--- src/logic/serial_defs.svh ---
// Purpose: Named constants for the asynchronous serial transceiver
// Assumes: Included by the package and the design file
// Notes:   Field positions refer to the received word layout
`ifndef SERIAL_DEFS_SVH
`define SERIAL_DEFS_SVH

`define FIFO_DEPTH        5'h10
`define FIFO_SINGLE       5'h01
`define PTR_STEP          4'h1
`define CNT_STEP          5'h01
`define TICK_LAST         4'hF
`define TICK_HALF         4'h7
`define TICK_STEP         4'h1
`define TICKS_PER_BIT     16
`define FRAC_ONE          23'h0_0040
`define DIV_ZERO          22'h00_0000
`define BIT_STEP          3'h1
`define WORD_BASE_LAST    3'h4
`define LEVEL_RESET       3'h2
`define LEVEL_EIGHTH      5'h02
`define LEVEL_QUARTER     5'h04
`define LEVEL_HALF        5'h08
`define LEVEL_3QUARTER    5'h0C
`define LEVEL_7EIGHTH     5'h0E
`define ERR_OVERRUN       11
`define ERR_BREAK         10
`define ERR_PARITY        9
`define ERR_FRAMING       8
`define TIMEOUT_BITS      32
`define RESET_CONTROL     3'h6

`endif

--- src/logic/serial_pkg.sv ---
// Purpose: Types shared by the asynchronous serial transceiver
// Assumes: serial_defs.svh supplies the constants
// Notes:   Line format bit order follows the line format register layout
`include "serial_defs.svh"

package serial_pkg;

	typedef struct packed {
		logic       receiveEnable;
		logic       transmitEnable;
		logic       globalEnable;
	} control_t;

	typedef struct packed {
		logic       stickParity;
		logic [1:0] wordLength;
		logic       fifoEnable;
		logic       twoStop;
		logic       evenParity;
		logic       parityEnable;
		logic       sendBreak;
	} line_format_t;

	typedef struct packed {
		logic       busy;
		logic       txFull;
		logic       txEmpty;
		logic       rxFull;
		logic       rxEmpty;
		logic       txLevelHit;
		logic       rxLevelHit;
		logic       overrun;
		logic       rxTimeout;
	} status_t;

	typedef enum logic [2:0] {TX_IDLE, TX_START, TX_DATA, TX_PARITY, TX_STOP} tx_state_t;
	typedef enum logic [2:0] {RX_IDLE, RX_START, RX_DATA, RX_PARITY, RX_STOP} rx_state_t;

	typedef struct packed {
		control_t          serialControl;
		logic [15:0]       divisorInteger;
		logic [5:0]        divisorFraction;
		logic [15:0]       wholeActive;
		logic [5:0]        fracActive;
		line_format_t      lineFormat;
		logic [2:0]        txLevel;
		logic [2:0]        rxLevel;
		logic [22:0]       accum;
		logic              tick;
		logic [15:0][7:0]  txMem;
		logic [3:0]        txWr;
		logic [3:0]        txRd;
		logic [4:0]        txCnt;
		tx_state_t         txState;
		logic [3:0]        txTick;
		logic [2:0]        txBit;
		logic [7:0]        txShift;
		logic              txParity;
		logic              serialOut;
		logic [15:0][11:0] rxMem;
		logic [3:0]        rxWr;
		logic [3:0]        rxRd;
		logic [4:0]        rxCnt;
		rx_state_t         rxState;
		logic [3:0]        rxTick;
		logic [2:0]        rxBit;
		logic [7:0]        rxShift;
		logic              rxParErr;
		logic              rxAllLow;
		logic              rxPrev;
		logic [9:0]        idleTicks;
		logic [11:0]       rxWord;
		status_t           status;
	} state_t;

endpackage

--- src/logic/async_serial_transceiver.sv ---
// Purpose: Asynchronous serial transmitter and receiver with fractional rate generator and FIFOs
// Assumes: All inputs synchronous to clk; software disables the block before reconfiguring
// Notes:   Configuration and status are plain ports; write strobes are one-cycle pulses
`include "serial_defs.svh"

// Overview of operation
// [RULE1] Transmit and receive enable bits come out of reset set
// [RULE2] Disabling mid-character lets the current character finish first
// [RULE3] Software clears global enable before changing any setting
// [RULE4] Frame is start bit, data LSB first, optional parity, stop bits
// [RULE5] Receiver checks overrun, parity, framing, break and stores flags with data
// [RULE6] Divisor is 16-bit integer plus 6-bit fraction setting the bit period
// [RULE7] Tick at sixteen times baud; sixteen ticks per transmit bit; ticks time sampling
// [RULE8] Divisor and line format take effect together on a line format write
// [RULE9] Software writes divisor parts in any order then line format
// [RULE10] Software rounds fraction as fraction times 64 plus 0.5, truncated
// [RULE11] Both FIFOs hold 16 characters; receive entries carry four status bits
// [RULE12] Transmission starts once data is queued and runs back to back
// [RULE13] Busy while transmit data queued or a character is still leaving
// [RULE14] Falling edge starts receive; line rechecked on eighth tick, else false start
// [RULE15] Data bits sampled every sixteenth tick, then parity checked if enabled
// [RULE16] Stop bit must be high else framing error; character then pushed
// [RULE17] Five to eight data bits, even odd stick or no parity, one or two stops
// [RULE18] Break can be sent and a received break is detected
// [RULE19] FIFO depth selectable, including a single-character holding mode
// [RULE20] Trigger levels of one eighth up to seven eighths per FIFO
// [RULE21] Rate generator reaches 3.125 Mbps given a fast enough clock
// [RULE22] FIFOs start disabled as single holding registers until enabled
// [RULE23] Received word is eight data bits plus four error flags
// [RULE24] Receive timeout after 32 idle bit periods with data waiting
// [RULE25] Both trigger levels reset to the half-full point
// [RULE26] Break flagged when line stays low through a whole frame
// [RULE27] Character arriving at a full receive FIFO is dropped and overrun set
module async_serial_transceiver #(
	parameter int TIMEOUT_BITS = `TIMEOUT_BITS
) (
	// Clock and reset
	input  wire  logic                      clk,
	input  wire  logic                      rst_n,
	// Control register
	input  wire  logic                      controlWrite,
	input  wire  serial_pkg::control_t      controlIn,
	output       serial_pkg::control_t      controlOut,
	// Divisor and line format registers
	input  wire  logic                      divIntWrite,
	input  wire  logic [15:0]               divIntIn,
	input  wire  logic                      divFracWrite,
	input  wire  logic [5:0]                divFracIn,
	input  wire  logic                      lineWrite,
	input  wire  serial_pkg::line_format_t  lineIn,
	output       serial_pkg::line_format_t  lineOut,
	// Trigger level selects
	input  wire  logic                      levelWrite,
	input  wire  logic [2:0]                txLevelIn,
	input  wire  logic [2:0]                rxLevelIn,
	// Data port
	input  wire  logic                      txPush,
	input  wire  logic [7:0]                txByte,
	input  wire  logic                      rxPop,
	output       logic [11:0]               rxWord,
	// Status and clears
	input  wire  logic                      errorClear,
	input  wire  logic                      timeoutClear,
	output       serial_pkg::status_t       status,
	// Serial line
	input  wire  logic                      serial_in,
	output       logic                      serial_out
);
	import serial_pkg::*;

	localparam logic [9:0] TIMEOUT_TICKS = 10'(TIMEOUT_BITS * `TICKS_PER_BIT);

	state_t s_reg;
	state_t s_next;

	// Index of the last data bit for a given word length code
	function automatic logic [2:0] lastBit(input logic [1:0] len);
		lastBit = `WORD_BASE_LAST + {1'b0, len};
	endfunction

	// Parity bit for the active data bits
	function automatic logic parityOf(input logic [7:0] data, input line_format_t f);
		logic [7:0] mask;
		mask = 8'hFF >> (2'h3 - f.wordLength);
		if (f.stickParity) begin
			parityOf = ~f.evenParity;
		end else begin
			parityOf = ^(data & mask) ^ ~f.evenParity;
		end
	endfunction

	// Received bits enter at the top, so short words are shifted down
	function automatic logic [7:0] alignRx(input logic [7:0] data, input logic [1:0] len);
		alignRx = data >> (2'h3 - len);
	endfunction

	function automatic logic [4:0] levelMark(input logic [2:0] sel);
		unique case (sel)
			3'h0: levelMark = `LEVEL_EIGHTH;
			3'h1: levelMark = `LEVEL_QUARTER;
			3'h3: levelMark = `LEVEL_3QUARTER;
			3'h4: levelMark = `LEVEL_7EIGHTH;
			default: levelMark = `LEVEL_HALF;
		endcase
	endfunction

	logic [21:0] divisor;
	logic [22:0] accSum;
	logic [4:0]  depth;
	logic        txRun;
	logic        rxRun;
	logic        txTake;
	logic        txStore;
	logic        rxStore;
	logic        rxTake;
	logic        rxDone;
	logic [11:0] rxEntry;
	logic        rxBitEnd;
	logic        txBitEnd;
	logic [7:0]  rxAligned;

	always_comb begin
		s_next    = s_reg;
		divisor   = {s_reg.wholeActive, s_reg.fracActive};
		accSum    = s_reg.accum + `FRAC_ONE;
		depth     = s_reg.lineFormat.fifoEnable ? `FIFO_DEPTH : `FIFO_SINGLE; // [RULE19] [RULE22]
		txRun     = s_reg.serialControl.globalEnable & s_reg.serialControl.transmitEnable;
		rxRun     = s_reg.serialControl.globalEnable & s_reg.serialControl.receiveEnable;
		txTake    = 1'b0;
		rxDone    = 1'b0;
		rxEntry   = '0;
		txBitEnd  = s_reg.tick && (s_reg.txTick == `TICK_LAST);
		rxBitEnd  = s_reg.tick && (s_reg.rxTick == `TICK_LAST);
		rxAligned = alignRx(s_reg.rxShift, s_reg.lineFormat.wordLength);
		txStore   = txPush && (s_reg.txCnt < depth);
		rxTake    = rxPop && (s_reg.rxCnt != '0);

		// Register writes; the divisor only takes effect on a line format write
		if (controlWrite) begin
			s_next.serialControl = controlIn;
		end
		if (divIntWrite) begin
			s_next.divisorInteger = divIntIn; // [RULE6]
		end
		if (divFracWrite) begin
			s_next.divisorFraction = divFracIn; // [RULE6]
		end
		if (lineWrite) begin
			s_next.lineFormat  = lineIn; // [RULE8]
			s_next.wholeActive = s_next.divisorInteger; // [RULE8]
			s_next.fracActive  = s_next.divisorFraction; // [RULE8]
		end
		if (levelWrite) begin
			s_next.txLevel = txLevelIn; // [RULE20]
			s_next.rxLevel = rxLevelIn; // [RULE20]
		end

		// Fractional accumulator in 1/64 clock units; a divisor of one gives the top rate of one bit per 16 clocks
		s_next.tick = 1'b0;
		if (divisor == `DIV_ZERO) begin
			s_next.accum = '0;
		end else if (accSum >= {1'b0, divisor}) begin
			s_next.accum = accSum - {1'b0, divisor}; // [RULE7] [RULE21]
			s_next.tick  = 1'b1; // [RULE7]
		end else begin
			s_next.accum = accSum;
		end

		// Transmitter; enable is only looked at between characters
		if (s_reg.tick && s_reg.txState != TX_IDLE) begin
			s_next.txTick = s_reg.txTick + `TICK_STEP; // [RULE7]
		end
		unique case (s_reg.txState)
			TX_IDLE: begin
				if (txRun && s_reg.txCnt != '0) begin
					txTake          = 1'b1; // [RULE12]
					s_next.txShift  = s_reg.txMem[s_reg.txRd];
					s_next.txParity = parityOf(s_reg.txMem[s_reg.txRd], s_reg.lineFormat); // [RULE17]
					s_next.txState  = TX_START; // [RULE4]
					s_next.txTick   = '0;
				end
			end
			TX_START: begin
				if (txBitEnd) begin
					s_next.txState = TX_DATA; // [RULE2]
					s_next.txBit   = '0;
				end
			end
			TX_DATA: begin
				if (txBitEnd) begin
					s_next.txShift = s_reg.txShift >> 1; // [RULE4]
					s_next.txBit   = s_reg.txBit + `BIT_STEP;
					if (s_reg.txBit == lastBit(s_reg.lineFormat.wordLength)) begin
						s_next.txBit   = '0;
						s_next.txState = s_reg.lineFormat.parityEnable ? TX_PARITY : TX_STOP; // [RULE4] [RULE17]
					end
				end
			end
			TX_PARITY: begin
				if (txBitEnd) begin
					s_next.txState = TX_STOP;
				end
			end
			TX_STOP: begin
				if (txBitEnd) begin
					if (s_reg.lineFormat.twoStop && s_reg.txBit == '0) begin
						s_next.txBit = `BIT_STEP; // [RULE17]
					end else begin
						s_next.txState = TX_IDLE; // [RULE12]
					end
				end
			end
		endcase

		// Transmit FIFO; writes to a full FIFO are dropped
		if (txStore) begin
			s_next.txMem[s_reg.txWr] = txByte;
			s_next.txWr              = s_reg.txWr + `PTR_STEP;
		end
		if (txTake) begin
			s_next.txRd = s_reg.txRd + `PTR_STEP;
		end
		s_next.txCnt = s_reg.txCnt + (txStore ? `CNT_STEP : '0) - (txTake ? `CNT_STEP : '0); // [RULE11]

		unique case (s_next.txState)
			TX_START:  s_next.serialOut = 1'b0;
			TX_DATA:   s_next.serialOut = s_next.txShift[0];
			TX_PARITY: s_next.serialOut = s_next.txParity;
			default:   s_next.serialOut = 1'b1;
		endcase
		if (s_next.lineFormat.sendBreak) begin
			s_next.serialOut = 1'b0; // [RULE18]
		end

		// Receiver; needs a high line before a start edge, so a held break does not retrigger
		s_next.rxPrev = serial_in;
		if (s_reg.tick && s_reg.rxState != RX_IDLE) begin
			s_next.rxTick = s_reg.rxTick + `TICK_STEP; // [RULE7]
		end
		unique case (s_reg.rxState)
			RX_IDLE: begin
				if (rxRun && s_reg.rxPrev && !serial_in) begin
					s_next.rxState  = RX_START; // [RULE14]
					s_next.rxTick   = '0;
					s_next.rxAllLow = 1'b1;
				end
			end
			RX_START: begin
				if (s_reg.tick && s_reg.rxTick == `TICK_HALF) begin
					if (serial_in) begin
						s_next.rxState = RX_IDLE; // [RULE14]
					end else begin
						s_next.rxState = RX_DATA; // [RULE2]
						s_next.rxTick  = '0;
						s_next.rxBit   = '0;
					end
				end
			end
			RX_DATA: begin
				if (rxBitEnd) begin
					s_next.rxShift  = {serial_in, s_reg.rxShift[7:1]}; // [RULE15]
					s_next.rxAllLow = s_reg.rxAllLow & ~serial_in;
					s_next.rxBit    = s_reg.rxBit + `BIT_STEP;
					s_next.rxParErr = 1'b0;
					if (s_reg.rxBit == lastBit(s_reg.lineFormat.wordLength)) begin
						s_next.rxState = s_reg.lineFormat.parityEnable ? RX_PARITY : RX_STOP; // [RULE15]
					end
				end
			end
			RX_PARITY: begin
				if (rxBitEnd) begin
					s_next.rxParErr = serial_in != parityOf(rxAligned, s_reg.lineFormat); // [RULE15] [RULE17]
					s_next.rxAllLow = s_reg.rxAllLow & ~serial_in;
					s_next.rxState  = RX_STOP;
				end
			end
			RX_STOP: begin
				if (rxBitEnd) begin
					rxDone                = 1'b1; // [RULE16]
					rxEntry[7:0]          = rxAligned; // [RULE23]
					rxEntry[`ERR_FRAMING] = !serial_in; // [RULE16] [RULE5]
					rxEntry[`ERR_PARITY]  = s_reg.rxParErr; // [RULE5]
					rxEntry[`ERR_BREAK]   = s_reg.rxAllLow && !serial_in; // [RULE26] [RULE18]
					rxEntry[`ERR_OVERRUN] = s_reg.status.overrun; // [RULE5]
					s_next.rxState        = RX_IDLE;
				end
			end
		endcase

		// Receive FIFO; a character finding it full is lost and marks overrun
		rxStore = rxDone && (s_reg.rxCnt < depth);
		if (rxStore) begin
			s_next.rxMem[s_reg.rxWr] = rxEntry; // [RULE11] [RULE5]
			s_next.rxWr              = s_reg.rxWr + `PTR_STEP;
		end
		if (rxTake) begin
			s_next.rxRd = s_reg.rxRd + `PTR_STEP;
		end
		s_next.rxCnt = s_reg.rxCnt + (rxStore ? `CNT_STEP : '0) - (rxTake ? `CNT_STEP : '0); // [RULE11]
		if (rxDone && !rxStore) begin
			s_next.status.overrun = 1'b1; // [RULE27]
		end else if (errorClear) begin
			s_next.status.overrun = 1'b0;
		end

		// Idle timer restarts on any receive FIFO movement; it fires once per quiet spell
		if (rxStore || rxTake || s_next.rxCnt == '0) begin
			s_next.idleTicks = '0;
		end else if (s_reg.tick && s_reg.idleTicks != TIMEOUT_TICKS) begin
			s_next.idleTicks = s_reg.idleTicks + 10'h001;
		end
		if (s_reg.tick && s_next.idleTicks == TIMEOUT_TICKS && s_reg.idleTicks != TIMEOUT_TICKS) begin
			s_next.status.rxTimeout = 1'b1; // [RULE24]
		end else if (timeoutClear || s_next.rxCnt == '0) begin
			s_next.status.rxTimeout = 1'b0; // [RULE24]
		end

		// Registered views of FIFO head and flags
		s_next.rxWord         = s_next.rxMem[s_next.rxRd]; // [RULE23]
		s_next.status.busy    = (s_next.txCnt != '0) || (s_next.txState != TX_IDLE); // [RULE13]
		s_next.status.txEmpty = s_next.txCnt == '0;
		s_next.status.rxEmpty = s_next.rxCnt == '0;
		s_next.status.txFull  = s_next.txCnt >= (s_next.lineFormat.fifoEnable ? `FIFO_DEPTH : `FIFO_SINGLE);
		s_next.status.rxFull  = s_next.rxCnt >= (s_next.lineFormat.fifoEnable ? `FIFO_DEPTH : `FIFO_SINGLE);
		if (s_next.lineFormat.fifoEnable) begin
			s_next.status.txLevelHit = s_next.txCnt <= levelMark(s_next.txLevel); // [RULE20]
			s_next.status.rxLevelHit = s_next.rxCnt >= levelMark(s_next.rxLevel); // [RULE20]
		end else begin
			s_next.status.txLevelHit = s_next.txCnt == '0;
			s_next.status.rxLevelHit = s_next.rxCnt != '0;
		end

		// Synchronous reset overrides everything computed above
		if (!rst_n) begin
			s_next                = '0;
			s_next.serialControl  = `RESET_CONTROL; // [RULE1]
			s_next.txLevel        = `LEVEL_RESET; // [RULE25]
			s_next.rxLevel        = `LEVEL_RESET; // [RULE25]
			s_next.serialOut      = 1'b1;
			s_next.rxPrev         = 1'b1;
			s_next.status.txEmpty = 1'b1;
			s_next.status.rxEmpty = 1'b1;
			s_next.status.txLevelHit = 1'b1;
		end
	end

	always_ff @(posedge clk) begin
		s_reg <= s_next;
	end

	assign controlOut = s_reg.serialControl;
	assign lineOut    = s_reg.lineFormat;
	assign rxWord     = s_reg.rxWord;
	assign status     = s_reg.status;
	assign serial_out = s_reg.serialOut;

endmodule

--- config.mk ---
export PLATFORM = sky130hd
export DESIGN_NAME = async_serial_transceiver
export DESIGN_NICKNAME = d
export VERILOG_FILES = /design/src/logic/serial_pkg.sv /design/src/logic/async_serial_transceiver.sv
export VERILOG_INCLUDE_DIRS = /design/src /design/src/logic
export SDC_FILE = /design/constraint.sdc
export NUM_CORES = 1
export LEC_CHECK = 0
export ABC_CLOCK_PERIOD_IN_PS = 6000
export BUFFER_PORTS_ARGS = -buffer_cell sky130_fd_sc_hd__buf_2
export CAP_MARGIN = 20
export CORE_UTILIZATION = 65
export DETAILED_ROUTE_END_ITERATION = 12
export GPL_ROUTABILITY_DRIVEN = 0
export PLACE_DENSITY_LB_ADDON = 0.25
export SLEW_MARGIN = 40
export SYNTH_ARGS = -nofsm -noshare
export SYNTH_HDL_FRONTEND = slang
export SYNTH_SLANG_ARGS = --single-unit
--- constraint.sdc ---
create_clock -name clk -period 6 [get_ports clk]
set_input_delay 0.3 -clock clk [delete_from_list [all_inputs] [get_ports clk]]
set_output_delay 0.3 -clock clk [all_outputs]
set_load 0.02 [all_outputs]
### Word level (Yosys, flattened, before mapping)

Cells that the tools add are included.

| storage, ports and cells | value |
|---|---|
| register bits after elaboration | 503 |

| operators by class | value |
|---|---|
| eq/ne operators | 37 |
| magnitude comparators | 13 |
| bitwise logic cells | 10 |
| add/subtract/negate cells | 17 |
| mux-type cells | 84 |
| shift-type cells | 2 |
| reductions and logical operators | 57 |

Operators with widths:

| cell | count |
|---|---|
| 2-to-1 mux 196 bit | 1 |
| bitwise mux 192 bit | 1 |
| bitwise mux 128 bit | 1 |
| binary-select mux 12 bit (select 4 bit) | 1 |
| demux 12 bit (select 4 bit) | 1 |
| 2-to-1 mux 12 bit | 4 |
| 2-to-1 mux 3 bit | 15 |
| binary-select mux 8 bit (select 4 bit) | 1 |
| demux 8 bit (select 4 bit) | 1 |
| case mux 4 bit (4 select lines) | 2 |
| 2-to-1 mux 10 bit | 3 |
| case mux 3 bit (5 select lines) | 2 |
| 2-to-1 mux 5 bit | 5 |
| adder 4 x 1 -> 4 bit (second input constant) | 6 |
| equality test 3 x 2 -> 1 bit (second input constant) | 8 |
| inequality test 2 bit (second input constant) | 12 |
| adder 23 x 7 -> 23 bit (second input constant) | 1 |
| greater-or-equal comparator 23 x 22 -> 1 bit | 1 |
| 2-to-1 mux 23 bit | 1 |
| subtractor 23 x 22 -> 23 bit | 1 |
| zero test 22 bit | 1 |
| 2-to-1 mux 7 bit | 3 |
| < comparator 4 x 5 -> 1 bit (second input constant) | 4 |
| 2-to-1 mux 1 bit | 20 |
| 53 further kinds | 124 |

### Longest topological paths before layout

Gate-level depths: netlist of run 1.

| logic depth | value |
|---|---|
| depth in word-level cells | 15 |
| depth in mapped cells | 20 |
| depth with buffers taken out | 19 |

### Least setup slack after synthesis of run 1

OpenSTA, ideal clock, no wires.

| timing | value |
|---|---|
| path type | register -> register |
| from | reg s_reg[45] (netlist bit) |
| to | reg s_reg[21] (netlist bit) |
| stages on the path, launching flop included | 21 |
| clock period less this slack | 3.997 ns |
| arrival time | 3.869 ns |
| setup time | 0.128 ns |
| path slack | 2.003 ns |
| cell sequence | dfxtp_1 -> ha_1 -> nand4_2 -> or4_1 -> buf_2 -> a211oi_4 -> buf_4 -> inv_1 -> ha_1 -> inv_1 -> ha_1 -> fa_1 -> a21oi_1 -> nor2_1 -> nor2_1 -> xnor2_1 -> o31ai_1 -> inv_1 -> nand2_1 -> clkbuf_1 -> nor2_1 |

| between the ends | value |
|---|---|
| cells in the longest elaborated chain, start to end | 11 |
| elaborated cells on any way between the ends | 12 |
| classes of those cells | add/sub (2); eq/ne (1); mux (4); reduce/logical (5) |

Ends and longest elaborated chain:

| element | line | text |
|---|---|---|
| start: declaration | async_serial_transceiver.sv:73 | `state_t s_reg;` |
| start signal: assignment | async_serial_transceiver.sv:348 | `s_reg <= s_next;` |
| equality test 4 bit (no source line) (*) | n/a |  |
| logical AND 1 bit (*) | async_serial_transceiver.sv:133 | `` rxBitEnd = s_reg.tick && (s_reg.rxTick == `TICK_LAST); `` |
| 2-to-1 mux 1 bit (*) | async_serial_transceiver.sv:278 | `if (rxBitEnd) begin` |
| 2-to-1 mux 1 bit (*) | async_serial_transceiver.sv:240 | `unique case (s_reg.rxState)` |
| logical AND 1 bit (*) | async_serial_transceiver.sv:291 | `rxStore = rxDone && (s_reg.rxCnt < depth);` |
| 2-to-1 mux 1 bit | async_serial_transceiver.sv:299 | `` s_next.rxCnt = s_reg.rxCnt + (rxStore ? `CNT_STEP : '0) - (rxTake ? `CNT_STEP : '0); `` |
| adder 5 x 1 -> 5 bit | async_serial_transceiver.sv:299 |  |
| subtractor 5 x 1 -> 5 bit | async_serial_transceiver.sv:299 |  |
| zero test 5 bit | async_serial_transceiver.sv:307 | `if (rxStore \|\| rxTake \|\| s_next.rxCnt == '0) begin` |
| logical OR 1 bit (*) | async_serial_transceiver.sv:307 |  |
| 2-to-1 mux 10 bit (*) | async_serial_transceiver.sv:307 |  |

Every way passes the cells marked *; elsewhere a longest branch is shown, timed or not.
A chain may end at the register's enable or synchronous reset.

### Final worst setup path of run 1

| timing | value |
|---|---|
| from | reg s_reg[45] (netlist bit) |
| to | reg s_reg, in the netlist status[0] |

| between the ends | value |
|---|---|
| cells in the longest elaborated chain, start to end | 15 |
| elaborated cells on any way between the ends | 18 |
| classes of those cells | add/sub (2); eq/ne (2); mux (5); reduce/logical (9) |

Ends and longest elaborated chain:

| element | line | text |
|---|---|---|
| equality test 4 bit (no source line) (*) | n/a |  |
| logical AND 1 bit (*) | async_serial_transceiver.sv:133 |  |
| 2-to-1 mux 1 bit (*) | async_serial_transceiver.sv:278 |  |
| 2-to-1 mux 1 bit (*) | async_serial_transceiver.sv:240 |  |
| logical AND 1 bit (*) | async_serial_transceiver.sv:291 |  |
| 2-to-1 mux 1 bit | async_serial_transceiver.sv:299 |  |
| adder 5 x 1 -> 5 bit | async_serial_transceiver.sv:299 |  |
| subtractor 5 x 1 -> 5 bit | async_serial_transceiver.sv:299 |  |
| zero test 5 bit | async_serial_transceiver.sv:307, async_serial_transceiver.sv:314 |  |
| logical OR 1 bit | async_serial_transceiver.sv:307 |  |
| 2-to-1 mux 10 bit | async_serial_transceiver.sv:307 |  |
| equality test 10 bit | async_serial_transceiver.sv:312 | `if (s_reg.tick && s_next.idleTicks == TIMEOUT_TICKS && s_reg.idleTicks != TIMEOUT_TICKS) begin` |
| logical AND 1 bit (2 in series) | async_serial_transceiver.sv:312 |  |
| 2-to-1 mux 1 bit or nonzero test 2 bit (tied branches) | n/a |  |

Marked as above.

==> metrics.md, run 1 <==
| Metric | Value |
|---|---|
| Tmin final | `4.64 ns` |
| HP Class | `in -> reg` |
| Combinational share of power | `around 29%` |
| Hold Path Depth | `3` |
| Die area | `37900 sq um` |
| Remaining global-route overflow | `0` |
| Hold path start | `timeoutClear` |
| CP Launch Type | `flip-flop` |
| Sw power | `roughly 3.3 mW` |
| Req. time, crit path | `approximately 6.5 ns` |
| Clock power share | `33.2%` |
| Worst reg2reg path depth | `18` |
| NumNets Final | `~2800` |
| Max-cap violations | `0` |
| Ys Warns | `0` |
| Post-synth EDFFs | `0` |
| Worst slew margin | `43.2%` |
| Final Setup Violations | `0` |
| Leakage | `approximately 12 nW` |
| Synth Register Bits | `approximately 500` |
| Number of global-route vias before repair | `roughly 19000` |
| Worst-margin pin slew | `0.850 ns` |
| Worst reg2reg startpoint | `s_reg[45]` |
| Achievable Freq | `between 200 and 250 MHz` |
| RSZ-0062 raised after global routing | `false` |
| Most frequent cells in the layout | `nor2_1 (559), dfxtp_1 (501), mux2i_1 (280)` |
| Setup_tns | `0 ns` |
| GRT busiest layer | `met2` |
| Post-Syn Nets | `2800` |
| Hold Fails Final Rpt | `0` |
| HPWL Detailed | `about 37 mm` |
| Net Sw Frac | `approximately 33%` |
| CTS resizes | `0` |
| Path type of the worst setup path | `reg -> reg` |
| Initial Utilization | `approximately two thirds` |
| Post-Syn Area | `24100 sq um` |
| Detailed Route Iter0 Violations | `between 1000 and 1500` |
| Final ANT Viol Nets | `0` |
| P per Cell Area | `around 370 nW/um^2` |
| GR Util met2 | `53.5%` |
| Clk_lat worst skew | `between 0.6 and 0.7 ns` |
| CP endpoint kind | `flip-flop` |
| Die H | `between 150 and 200 microns` |
| Avg WL per Cell | `18.9 microns` |
| CP Cell Sequence | `ha_1 -> nand4_2 -> or4_1 -> a211oi_4 -> buf_4 -> inv_1 -> ha_1 -> inv_1 -> ha_1 -> fa_1 -> a21oi_1 -> nor2_1 -> nor2_1 -> xnor2_1 -> o31ai_1 -> inv_1 -> nand2_1 -> o32ai_1` |
| Mean Syn Cell Area | `around 9.0 sq um` |
| Clk_skew | `slightly below 0.03 ns` |
| Die Span X | `around 190 microns` |
| H-tree Lvls | `2` |
| N_diodes | `0` |
| Placement Cell Area | `24500 sq um` |
| DR vias/cell | `a little over 6` |
| CP max stage cell | `or4_1` |
| Dpl cells | `3044` |
| Max-slew violation count | `0` |
| Seq pwr share | `between 30% and 40%` |
| Hold endpoint | `status[0]` |
| Final worst path period share | `roughly 77%` |
| Clock root buffer | `clkbuf_16` |
| Max incr delay on CP | `between 0.6 and 0.7 ns` |
| Layout Cells excl Fill | `3175` |
| Asr flop ratio synth | `0%` |
| Register area | `around 10000 sq um` |
| Post-route DRC | `0` |
| Top-Level Pins | `between 90 and 100` |
| Layout area overhead | `10.6%` |
| Commonest non-fill, non-tap cell in the layout | `nor2_1` |
| Cell class contributing the biggest share of worst-path delay | `simple AND/OR/NAND/NOR gates` |
| Buf/Inv on CP | `4` |
| Util after Layout | `between 70 and 80%` |
| Initial DRT Pass Iterations | `5` |
| Status | `finished clean` |
| Final wirelength | `approximately 60 mm` |
| Max FFs per register | `approximately 450` |
| Cts hold-fix bufs | `38` |
| R2R Path End | `status[0]` |
| Multi-input logic area | `~13000 sq um` |
| Internal power | `~6.5 mW` |
| Pin count of the biggest net entering global routing | `148` |
| Vias | `a little under 20000` |
| Clk pin slew, worst setup/hold paths | `roughly 0.060 ns` |
| Synth unique cells | `74` |
| Worst-path fanout max | `22` |
| Layout cells sized above 1 | `11.7%` |
| TritonCTS clock tree | `built` |
| Cell Rows | `70` |
| Core area | `36500 sq um` |
| Fin area | `approximately 27000 sq um` |
| PortBufs | `91` |
| Register area share after synthesis | `between 40% and 50%` |
| Commonest register cell after synthesis | `dfxtp_1` |
| Initial antenna violation count | `0` |
| R2R Setup Slk | `between 1 and 1.5 ns` |
| Maximum clock path buffer count | `3` |
| Clock tree sinks | `approximately 500` |
| GRT Util Overall | `a little under a third` |
| Final hold slack | `~0.026 ns` |
| Peak supply drop | `~0.25 mV` |
| First-pass GRT wire length | `about 97 mm` |
| Met1 usage | `about two fifths` |
| Met3 Usage GRT | `4.82%` |
| Num CTS Buffers | `51` |
| Filler cells | `approximately 2600` |
| Mapped Cells | `about 2700` |
| Post-CTS setup buffer count | `0` |
| Critical Path AT | `a little over 5 ns` |
-- worst reg2reg max path: stages, from the launching register on --
cell,delay [ns]
dfxtp_1,0.39
ha_1,0.22
nand4_2,0.16
or4_1,0.66
a211oi_4,0.27
buf_4,0.32
inv_1,0.11
ha_1,0.29
inv_1,0.04
ha_1,0.20
fa_1,0.41
a21oi_1,0.14
nor2_1,0.05
nor2_1,0.12
xnor2_1,0.14
o31ai_1,0.47
inv_1,0.08
nand2_1,0.29
o32ai_1,0.15
-- kinds of logic (layout without fill, tap and decap cells) --
family,count (synthesis),after routing,synth area share [%]
xor gates and xnor gates,87,87,3.28
and+or+nand+nor,975,975,17.5
DFF,503,503,41.7
buffers and inverters,289,327,5.22
muxes,361,361,18.8
AOI/OAI and AO/OA,382,382,9.65
adders and majority gates,72,72,3.83
-- cell type report --
cell class,count,share of cell area (%)
Multi-Input combinational cell,1877,48.3
Sequential cell,503,37.8
Clock buffer,74,5.63
Timing Repair Buffer,157,4.09
Tap cell,468,2.20
Inverter,77,1.11
Clock inverter,19,0.915
-- routing by layer --
metal,vias to the layer above,share of wire [%],routed length [microns]
li1,9181,-,-
met3,147,6.8,4110
met2,723,48,28800
met4,0,3.1,1830
met5,-,0,0
met1,9391,42,25200
-- power by group through the flow --
stage / clock network (mW) / logic, mW / registers, mW
floorplan: 0 / 2.19 / 3.72
global placement: 0 / 2.66 / 3.78
detailed placement: 0 / 2.75 / 3.79
CTS: 3.30 / 2.80 / 3.73
global route: 3.44 / 3.14 / 3.75
finish: 3.27 / 2.84 / 3.73
-- how the worst max path moves through the flow --
| stage | start | endpoint | cells after the start |
|---|---|---|---|
| after detailed placement | s_reg[45] | status[0] | 18 |
| after CTS | s_reg[418] | status[0] | 17 |
| after global placement | s_reg[45] | status[0] | 18 |
| final | s_reg[45] | status[0] | 18 |
| after global routing | s_reg[418] | status[0] | 17 |
| after floorplan | s_reg[45] | s_reg[21] | 20 |
-- per-stage QoR --
stage / setup WS (ns) / power [mW]
3_5_place_dp: 1.41 / 6.54
3_3_place_gp: 1.55 / 6.45
6_report: 1.36 / 9.84
4_1_cts: 1.38 / 9.82
5_1_grt: 1.05 / 10.3
2_1_floorplan: 2.00 / 5.91
-- Yosys cell counts, drive strengths merged (4+ instances only) --
cell,n,area share [%]
or3,5,0.13
ha,69,3.6
inv,77,1.2
nor4,8,0.21
a21oi,185,3.8
a21o,15,0.47
or2,4,0.10
buf,68,1.8
nand3,131,2.9
a211o,4,0.15
nor2,563,8.8
dfxtp,503,42
nand2b,13,0.34
nor3,22,0.46
a31oi,8,0.21
o22ai,5,0.13
mux2i,281,12
a32oi,5,0.18
a221oi,5,0.18
a22oi,19,0.59
nand3b,4,0.12
clkbuf,144,2.2
and2,15,0.39
a211oi,36,1.2
and3,16,0.41
o21ai,55,1.1
xnor2,56,2.0
o311ai,4,0.15
nand2,153,2.4
nand4,21,0.65
xor2,29,1.1
o21a,4,0.12
mux4,73,6.8
o31ai,4,0.12
nor2b,13,0.34
mux2,7,0.33
Note: power is estimated with default switching activity, not from simulation.
==> run 2: changes to the inputs <==
--- a/config.mk
+++ b/config.mk
@@ -6,10 +6,10 @@
 export SDC_FILE = /design/constraint.sdc
 export NUM_CORES = 1
 export LEC_CHECK = 0
-export ABC_CLOCK_PERIOD_IN_PS = 6000
+export ABC_CLOCK_PERIOD_IN_PS = 4000
 export BUFFER_PORTS_ARGS = -buffer_cell sky130_fd_sc_hd__buf_2
 export CAP_MARGIN = 20
-export CORE_UTILIZATION = 65
+export CORE_UTILIZATION = 56
 export DETAILED_ROUTE_END_ITERATION = 12
 export GPL_ROUTABILITY_DRIVEN = 0
 export PLACE_DENSITY_LB_ADDON = 0.25
==> constraint.sdc (replaced) <==
create_clock -name clk -period 4 [get_ports clk]
set_input_delay 0.2 -clock clk [delete_from_list [all_inputs] [get_ports clk]]
set_output_delay 0.2 -clock clk [all_outputs]
set_load 0.02 [all_outputs]
==> run 2 against run 1 <==
Compared with the run above:
- non-clock buffer count increased by 50
- utilization decreased by 8.7 points
- via count decreased by 0.76%
- design area increased by 1.8%
- combinational power increased by 55%
==> metrics.md, run 2 (synthesized netlist as in run 1, its figures left out) <==
| Metric | Value |
|---|---|
| Core area | `42200 sq um (+16%)` |
| Hold Fails Final Rpt | `0 (unchanged)` |
| Most frequent cells in the layout | `nor2_1 (561), dfxtp_1 (500), mux2i_1 (280)` |
| Worst-path fanout max | `11 (-50%)` |
| HP Class | `in -> reg` |
| Remaining global-route overflow | `0 (unchanged)` |
| Worst-margin pin slew | `0.782 ns (-0.0684 ns)` |
| P per Cell Area | `542 nW/um^2 (+47%)` |
| Layout cells sized above 1 | `13.0% (+1.3 points)` |
| Clock tree sinks | `503 (unchanged)` |
| Final wirelength | `60.2 mm (+0.32%)` |
| Max-slew violation count | `0 (unchanged)` |
| Max FFs per register | `448 (unchanged)` |
| TritonCTS clock tree | `built` |
| Layout area overhead | `12.6%` |
| Achievable Freq | `262 MHz (+22%)` |
| Max-cap violations | `0 (unchanged)` |
| Maximum clock path buffer count | `3 (unchanged)` |
| Clk pin slew, worst setup/hold paths | `0.06 ns (about the same)` |
| Commonest non-fill, non-tap cell in the layout | `nor2_1` |
| First-pass GRT wire length | `96.7 mm (-0.16%)` |
| CP endpoint kind | `flip-flop` |
| Clk_lat worst skew | `0.60 ns (-0.02 ns)` |
| Post-route DRC | `0 (unchanged)` |
| Final Setup Violations | `0 (unchanged)` |
| Avg WL per Cell | `18.3 microns (-3.3%)` |
| Leakage | `12.0 nW (+1.9%)` |
| N_diodes | `0 (unchanged)` |
| Post-CTS setup buffer count | `0 (unchanged)` |
| Final ANT Viol Nets | `0 (unchanged)` |
| GRT Util Overall | `27.2% (-4.4 points)` |
| DR vias/cell | `5.86 (-4.4%)` |
| PortBufs | `91 (unchanged)` |
| H-tree Lvls | `2 (unchanged)` |
| Clock root buffer | `clkbuf_16` |
| Die Span X | `210 microns (+7.7%)` |
| Clk_skew | `0.0300 ns (+0.000630 ns)` |
| Cell Rows | `75 (+7.1%)` |
| Die area | `43900 sq um (+16%)` |
| Worst slew margin | `46.4% (+3.2 points)` |
| HPWL Detailed | `38.3 mm (+3.7%)` |
| Tmin final | `3.81 ns (-0.829 ns)` |
| Die H | `210 microns (+7.7%)` |
| Peak supply drop | `0.336 mV (+35%)` |
| Status | `finished clean` |
| Setup_tns | `0 ns (unchanged)` |
| Num CTS Buffers | `51 (unchanged)` |
| Final worst path period share | `95.3% (+18 points)` |
| Pin count of the biggest net entering global routing | `143 (-3.4%)` |
| Top-Level Pins | `92 (unchanged)` |
| Initial Utilization | `57.1% (-8.9 points)` |
| Vias | `19294 (-0.76%)` |
| Initial antenna violation count | `0 (unchanged)` |
| Initial DRT Pass Iterations | `7 (+2)` |
| Number of global-route vias before repair | `18939 (-1.9%)` |
| Final hold slack | `0.0413 ns (+0.0157 ns)` |
| CP Launch Type | `flip-flop` |
| Req. time, crit path | `4.49 ns (-1.99 ns)` |
| Critical Path AT | `4.30 ns (-0.82 ns)` |
| Path type of the worst setup path | `reg -> reg` |
| NumNets Final | `2848 (+1.8%)` |
| Filler cells | `3415 (+32%)` |
| Detailed Route Iter0 Violations | `1536 (+3.9%)` |
## run 2: cell count changes in the layout (fill, tap and decap cells not counted), moves of 4 or more
| cell | change |
|---|---|
| dlygate4sd3_1 | +11 |
| buf_4 | +36 |
| clkbuf_8 | -5 |
| buf_12 | +4 |
## run 2: power by group
group	total (mW)	switching (mW)	internal, mW
logic	4.41	2.67	1.74
registers	5.57	0.232	5.33
clock network	4.73	2.01	2.71
total	14.7	4.92	9.79
## run 2: cell type report
cell class	count	area, sq um	area share [%]
multi-input combinational	1877	12900	47.6
sequential	503	10100	37.1
timing repair buffer	207	1530	5.64
clock buffer	71	1440	5.31
tap	539	674	2.48
inverter	77	297	1.09
clock inverter	21	219	0.806
## run 2: final timing paths
path         slack, ns  depth (start not counted)  startpoint          to
max               0.19                         18   s_reg[46]   status[0]
min reg2reg       0.45                          2  s_reg[381]  s_reg[381]
min               0.04                          2       rst_n  s_reg[443]
max reg2reg       0.19                         18   s_reg[46]   status[0]
## run 2: routing by layer
layer | GRT usage (%) | share of wire, % | routed length, microns
met2 | 46.1 | 48 | 28800
met1 | 35.0 | 43 | 26000
met4 | 10.7 | 3.1 | 1850
met3 | 4.13 | 5.9 | 3570
met5 | 0 | 0 | 0
## run 2: repair_timing
action / CTS / global route
resized for setup: 0 / 10
setup endpoints to repair: 0 / 28
hold buffers: 49 / 0
endpoints found under the hold margin: 52 / 0
## run 2: through the flow
step,utilization [%],area [sq um],power [mW],cells,worst slack [ns]
final,64.3,27200,14.7,3295,0.190
after global routing,64.3,27200,15.5,3295,-0.0377
after CTS,64.1,27100,14.7,3294,0.0209
after detailed placement,59.0,24900,9.92,3153,0.0601
after global placement,59.0,24900,9.81,3153,0.149
after floorplan,-,24100,8.86,2669,0.00322
## run 2: worst max-delay path, cell delays in order, from the launching register on
cell and delay, ns:
dfxtp_1 0.36, ha_2 0.21, nand4_2 0.09, or4_4 0.46, a211oi_4 0.24, inv_1 0.10
ha_1 0.28, inv_1 0.04, ha_1 0.21, fa_1 0.42, a21oi_1 0.16, nor2_1 0.06
nor2_1 0.17, xnor2_2 0.17, o31ai_1 0.11, buf_4 0.18, inv_1 0.09, nand2_4 0.11
o32ai_2 0.27
==> run 3: changes to the inputs <==
--- a/config.mk
+++ b/config.mk
@@ -9,7 +9,8 @@
 export ABC_CLOCK_PERIOD_IN_PS = 4000
 export BUFFER_PORTS_ARGS = -buffer_cell sky130_fd_sc_hd__buf_2
 export CAP_MARGIN = 20
-export CORE_UTILIZATION = 56
+export CORE_UTILIZATION = 58
+export CTS_BUF_LIST = sky130_fd_sc_hd__clkbuf_2
 export DETAILED_ROUTE_END_ITERATION = 12
 export GPL_ROUTABILITY_DRIVEN = 0
 export PLACE_DENSITY_LB_ADDON = 0.25
==> run 3 against run 2 <==
Compared with the run above:
- via count up 6.8%
- clock-buffer cell count up 93
- highest routed layer unchanged
- sequential power about the same
- clock skew up 0.046 ns
- largest power group unchanged
- hold slack better by 0.12 ns
- design area up 2.1%
==> metrics.md, run 3 (synthesized netlist as in run 1, its figures left out) <==
| Metric | Value |
|---|---|
| Status | `finished clean` |
| Pin count of the biggest net entering global routing | `159 (+11%)` |
| Achievable Freq | `260 MHz (-0.90%)` |
| RSZ-0062 raised after global routing | `false` |
| Avg WL per Cell | `18.4 microns (+0.58%)` |
| Max-slew violation count | `0 (unchanged)` |
| TritonCTS clock tree | `built` |
| Util after Layout | `67.8% (+3.4 points)` |
| Cell Rows | `74 (-1.3%)` |
| CP Launch Type | `flip-flop` |
| Vias | `20613 (+6.8%)` |
| Dpl cells | `3140 (-0.41%)` |
| Detailed Route Iter0 Violations | `1611 (+4.9%)` |
| Path type of the worst setup path | `reg -> reg` |
| Max-cap violations | `0 (unchanged)` |
| Layout Cells excl Fill | `3527 (+7.0%)` |
| Setup slack after layout | `0.155 ns (-0.0346 ns)` |
| Clk_lat worst skew | `1.16 ns (+0.56 ns)` |
| Die Span X | `206 microns (-1.7%)` |
| Clock root buffer | `clkbuf_2` |
| Peak supply drop | `0.274 mV (-18%)` |
| Worst-margin pin slew | `0.838 ns (+0.0564 ns)` |
| Critical Path AT | `4.85 ns (+0.55 ns)` |
| CP endpoint kind | `flip-flop` |
| Die H | `206 microns (-1.7%)` |
| Most frequent cells in the layout | `nor2_1 (561), dfxtp_1 (500), mux2i_1 (280)` |
| Worst reg2reg startpoint | `s_reg[45]` |
| Clock tree sinks | `503 (unchanged)` |
| DR vias/cell | `5.84 (-0.19%)` |
| Hold Fails Final Rpt | `0 (unchanged)` |
| Clk pin slew, worst setup/hold paths | `0.11 ns (+0.05 ns)` |
| Leakage | `12.5 nW (+3.5%)` |
| Worst-path fanout max | `11 (unchanged)` |
| Setup crit start | `s_reg[45]` |
| GRT Util Overall | `30.6% (+3.4 points)` |
| Core area | `40900 sq um (-3.1%)` |
| Maximum clock path buffer count | `3 (unchanged)` |
| Initial antenna violation count | `6 (+6)` |
| Die area | `42400 sq um (-3.4%)` |
| Final Setup Violations | `0 (unchanged)` |
| PortBufs | `91 (unchanged)` |
| Initial Utilization | `58.9% (+1.8 points)` |
| Number of global-route vias before repair | `20653 (+9.1%)` |
| Final ANT Viol Nets | `0 (unchanged)` |
| Placement Setup Slack | `0.0316 ns (-0.0285 ns)` |
| P per Cell Area | `487 nW/um^2 (-10%)` |
| Max FFs per register | `448 (unchanged)` |
| Commonest non-fill, non-tap cell in the layout | `nor2_1` |
| HPWL Detailed | `38.2 mm (-0.35%)` |
| Layout cells sized above 1 | `14.7% (+1.7 points)` |
| Top-Level Pins | `92 (unchanged)` |
| Initial DRT Pass Iterations | `6 (-1)` |
| Req. time, crit path | `5.01 ns (+0.52 ns)` |
| Worst slew margin | `44.0% (-2.3 points)` |
| Setup_tns | `0 ns (unchanged)` |
| Clk_skew | `0.0762 ns (+0.0462 ns)` |
| Tmin final | `3.84 ns (+0.0346 ns)` |
| NumNets Final | `3035 (+6.6%)` |
| Final worst path period share | `96.1% (+0.86 points)` |
| Num CTS Buffers | `120 (+140%)` |
| H-tree Lvls | `3 (+1)` |
| Remaining global-route overflow | `0 (unchanged)` |
| HP Class | `in -> reg` |
| PnR Total Power | `13.5 mW (-8.3%)` |
| Final hold slack | `0.158 ns (+0.117 ns)` |
| Hold path start | `rst_n` |
| Layout area overhead | `14.9%` |
| Placement Cell Area | `24900 sq um (-0.21%)` |
| Filler cells | `3161 (-7.4%)` |
| Post-route DRC | `0 (unchanged)` |
| Final wirelength | `64.8 mm (+7.7%)` |
| Fin area | `27700 sq um (+2.1%)` |
| First-pass GRT wire length | `103 mm (+6.8%)` |
[run 3: cell count changes in the layout (fill, tap and decap cells not counted), sizes merged]
cell	before	now
dlygate4sd3	49	174
clkbuf	71	164
clkinv	16	39
buf	158	151
diode	0	6
bufinv	3	2
[run 3: cell type report]
cell class / instances / area, sq um / area share [%]
Multi-Input combinational cell: 1877 / 12900 / 46.5
Timing Repair Buffer: 325 / 2730 / 9.83
Clock buffer: 164 / 821 / 2.96
Sequential cell: 503 / 10100 / 36.3
Inverter: 77 / 297 / 1.07
Antenna cell: 6 / 15.0 / 0.0541
Tap cell: 532 / 666 / 2.40
Clock inverter: 43 / 233 / 0.839
[run 3: final timing paths]
kind | endpoint | slack [ns] | depth (start not counted)
worst max-delay path | status[0] | 0.16 | 18
worst min-delay path | status[6] | 0.16 | 3
worst max register to register | status[0] | 0.16 | 18
worst min register to register | s_reg[346] | 0.46 | 2
[run 3: what timing repair did]
item | CTS | global route
hold buffers | 174 | 0
endpoints found under the hold margin | 256 | 0
buffers inserted | 0 | 0
gates resized for setup | 0 | 10
endpoints found under the setup margin | 0 | 18
[run 3: critical path: stages, from the launching register on]
cell      delay (ns)
dfxtp_2         0.37
ha_2            0.21
nand4_2         0.09
or4_4           0.46
a211oi_4        0.26
inv_1           0.09
ha_1            0.28
inv_1           0.04
ha_1            0.20
fa_1            0.43
a21oi_1         0.15
nor2_1          0.05
nor2_1          0.12
xnor2_1         0.21
o31ai_1         0.13
buf_4           0.18
inv_1           0.06
nand2_2         0.14
o32ai_1         0.28
[run 3: power by group]
group          internal (mW)  leakage (nW)  switching (mW)  total, mW
clock network           1.24         0.778            2.06       3.31
logic                   1.85          7.61            2.76       4.61
registers               5.33          4.08           0.248       5.58
[run 3: routing by layer]
layer / GRT usage, % / up-vias / routed length (microns)
met1: 37.0 / 9921 / 27100
met3: 6.91 / 169 / 4440
li1: - / 9740 / -
met4: 15.1 / 0 / 2240
met2: 51.2 / 783 / 31000
met5: 0 / - / 0
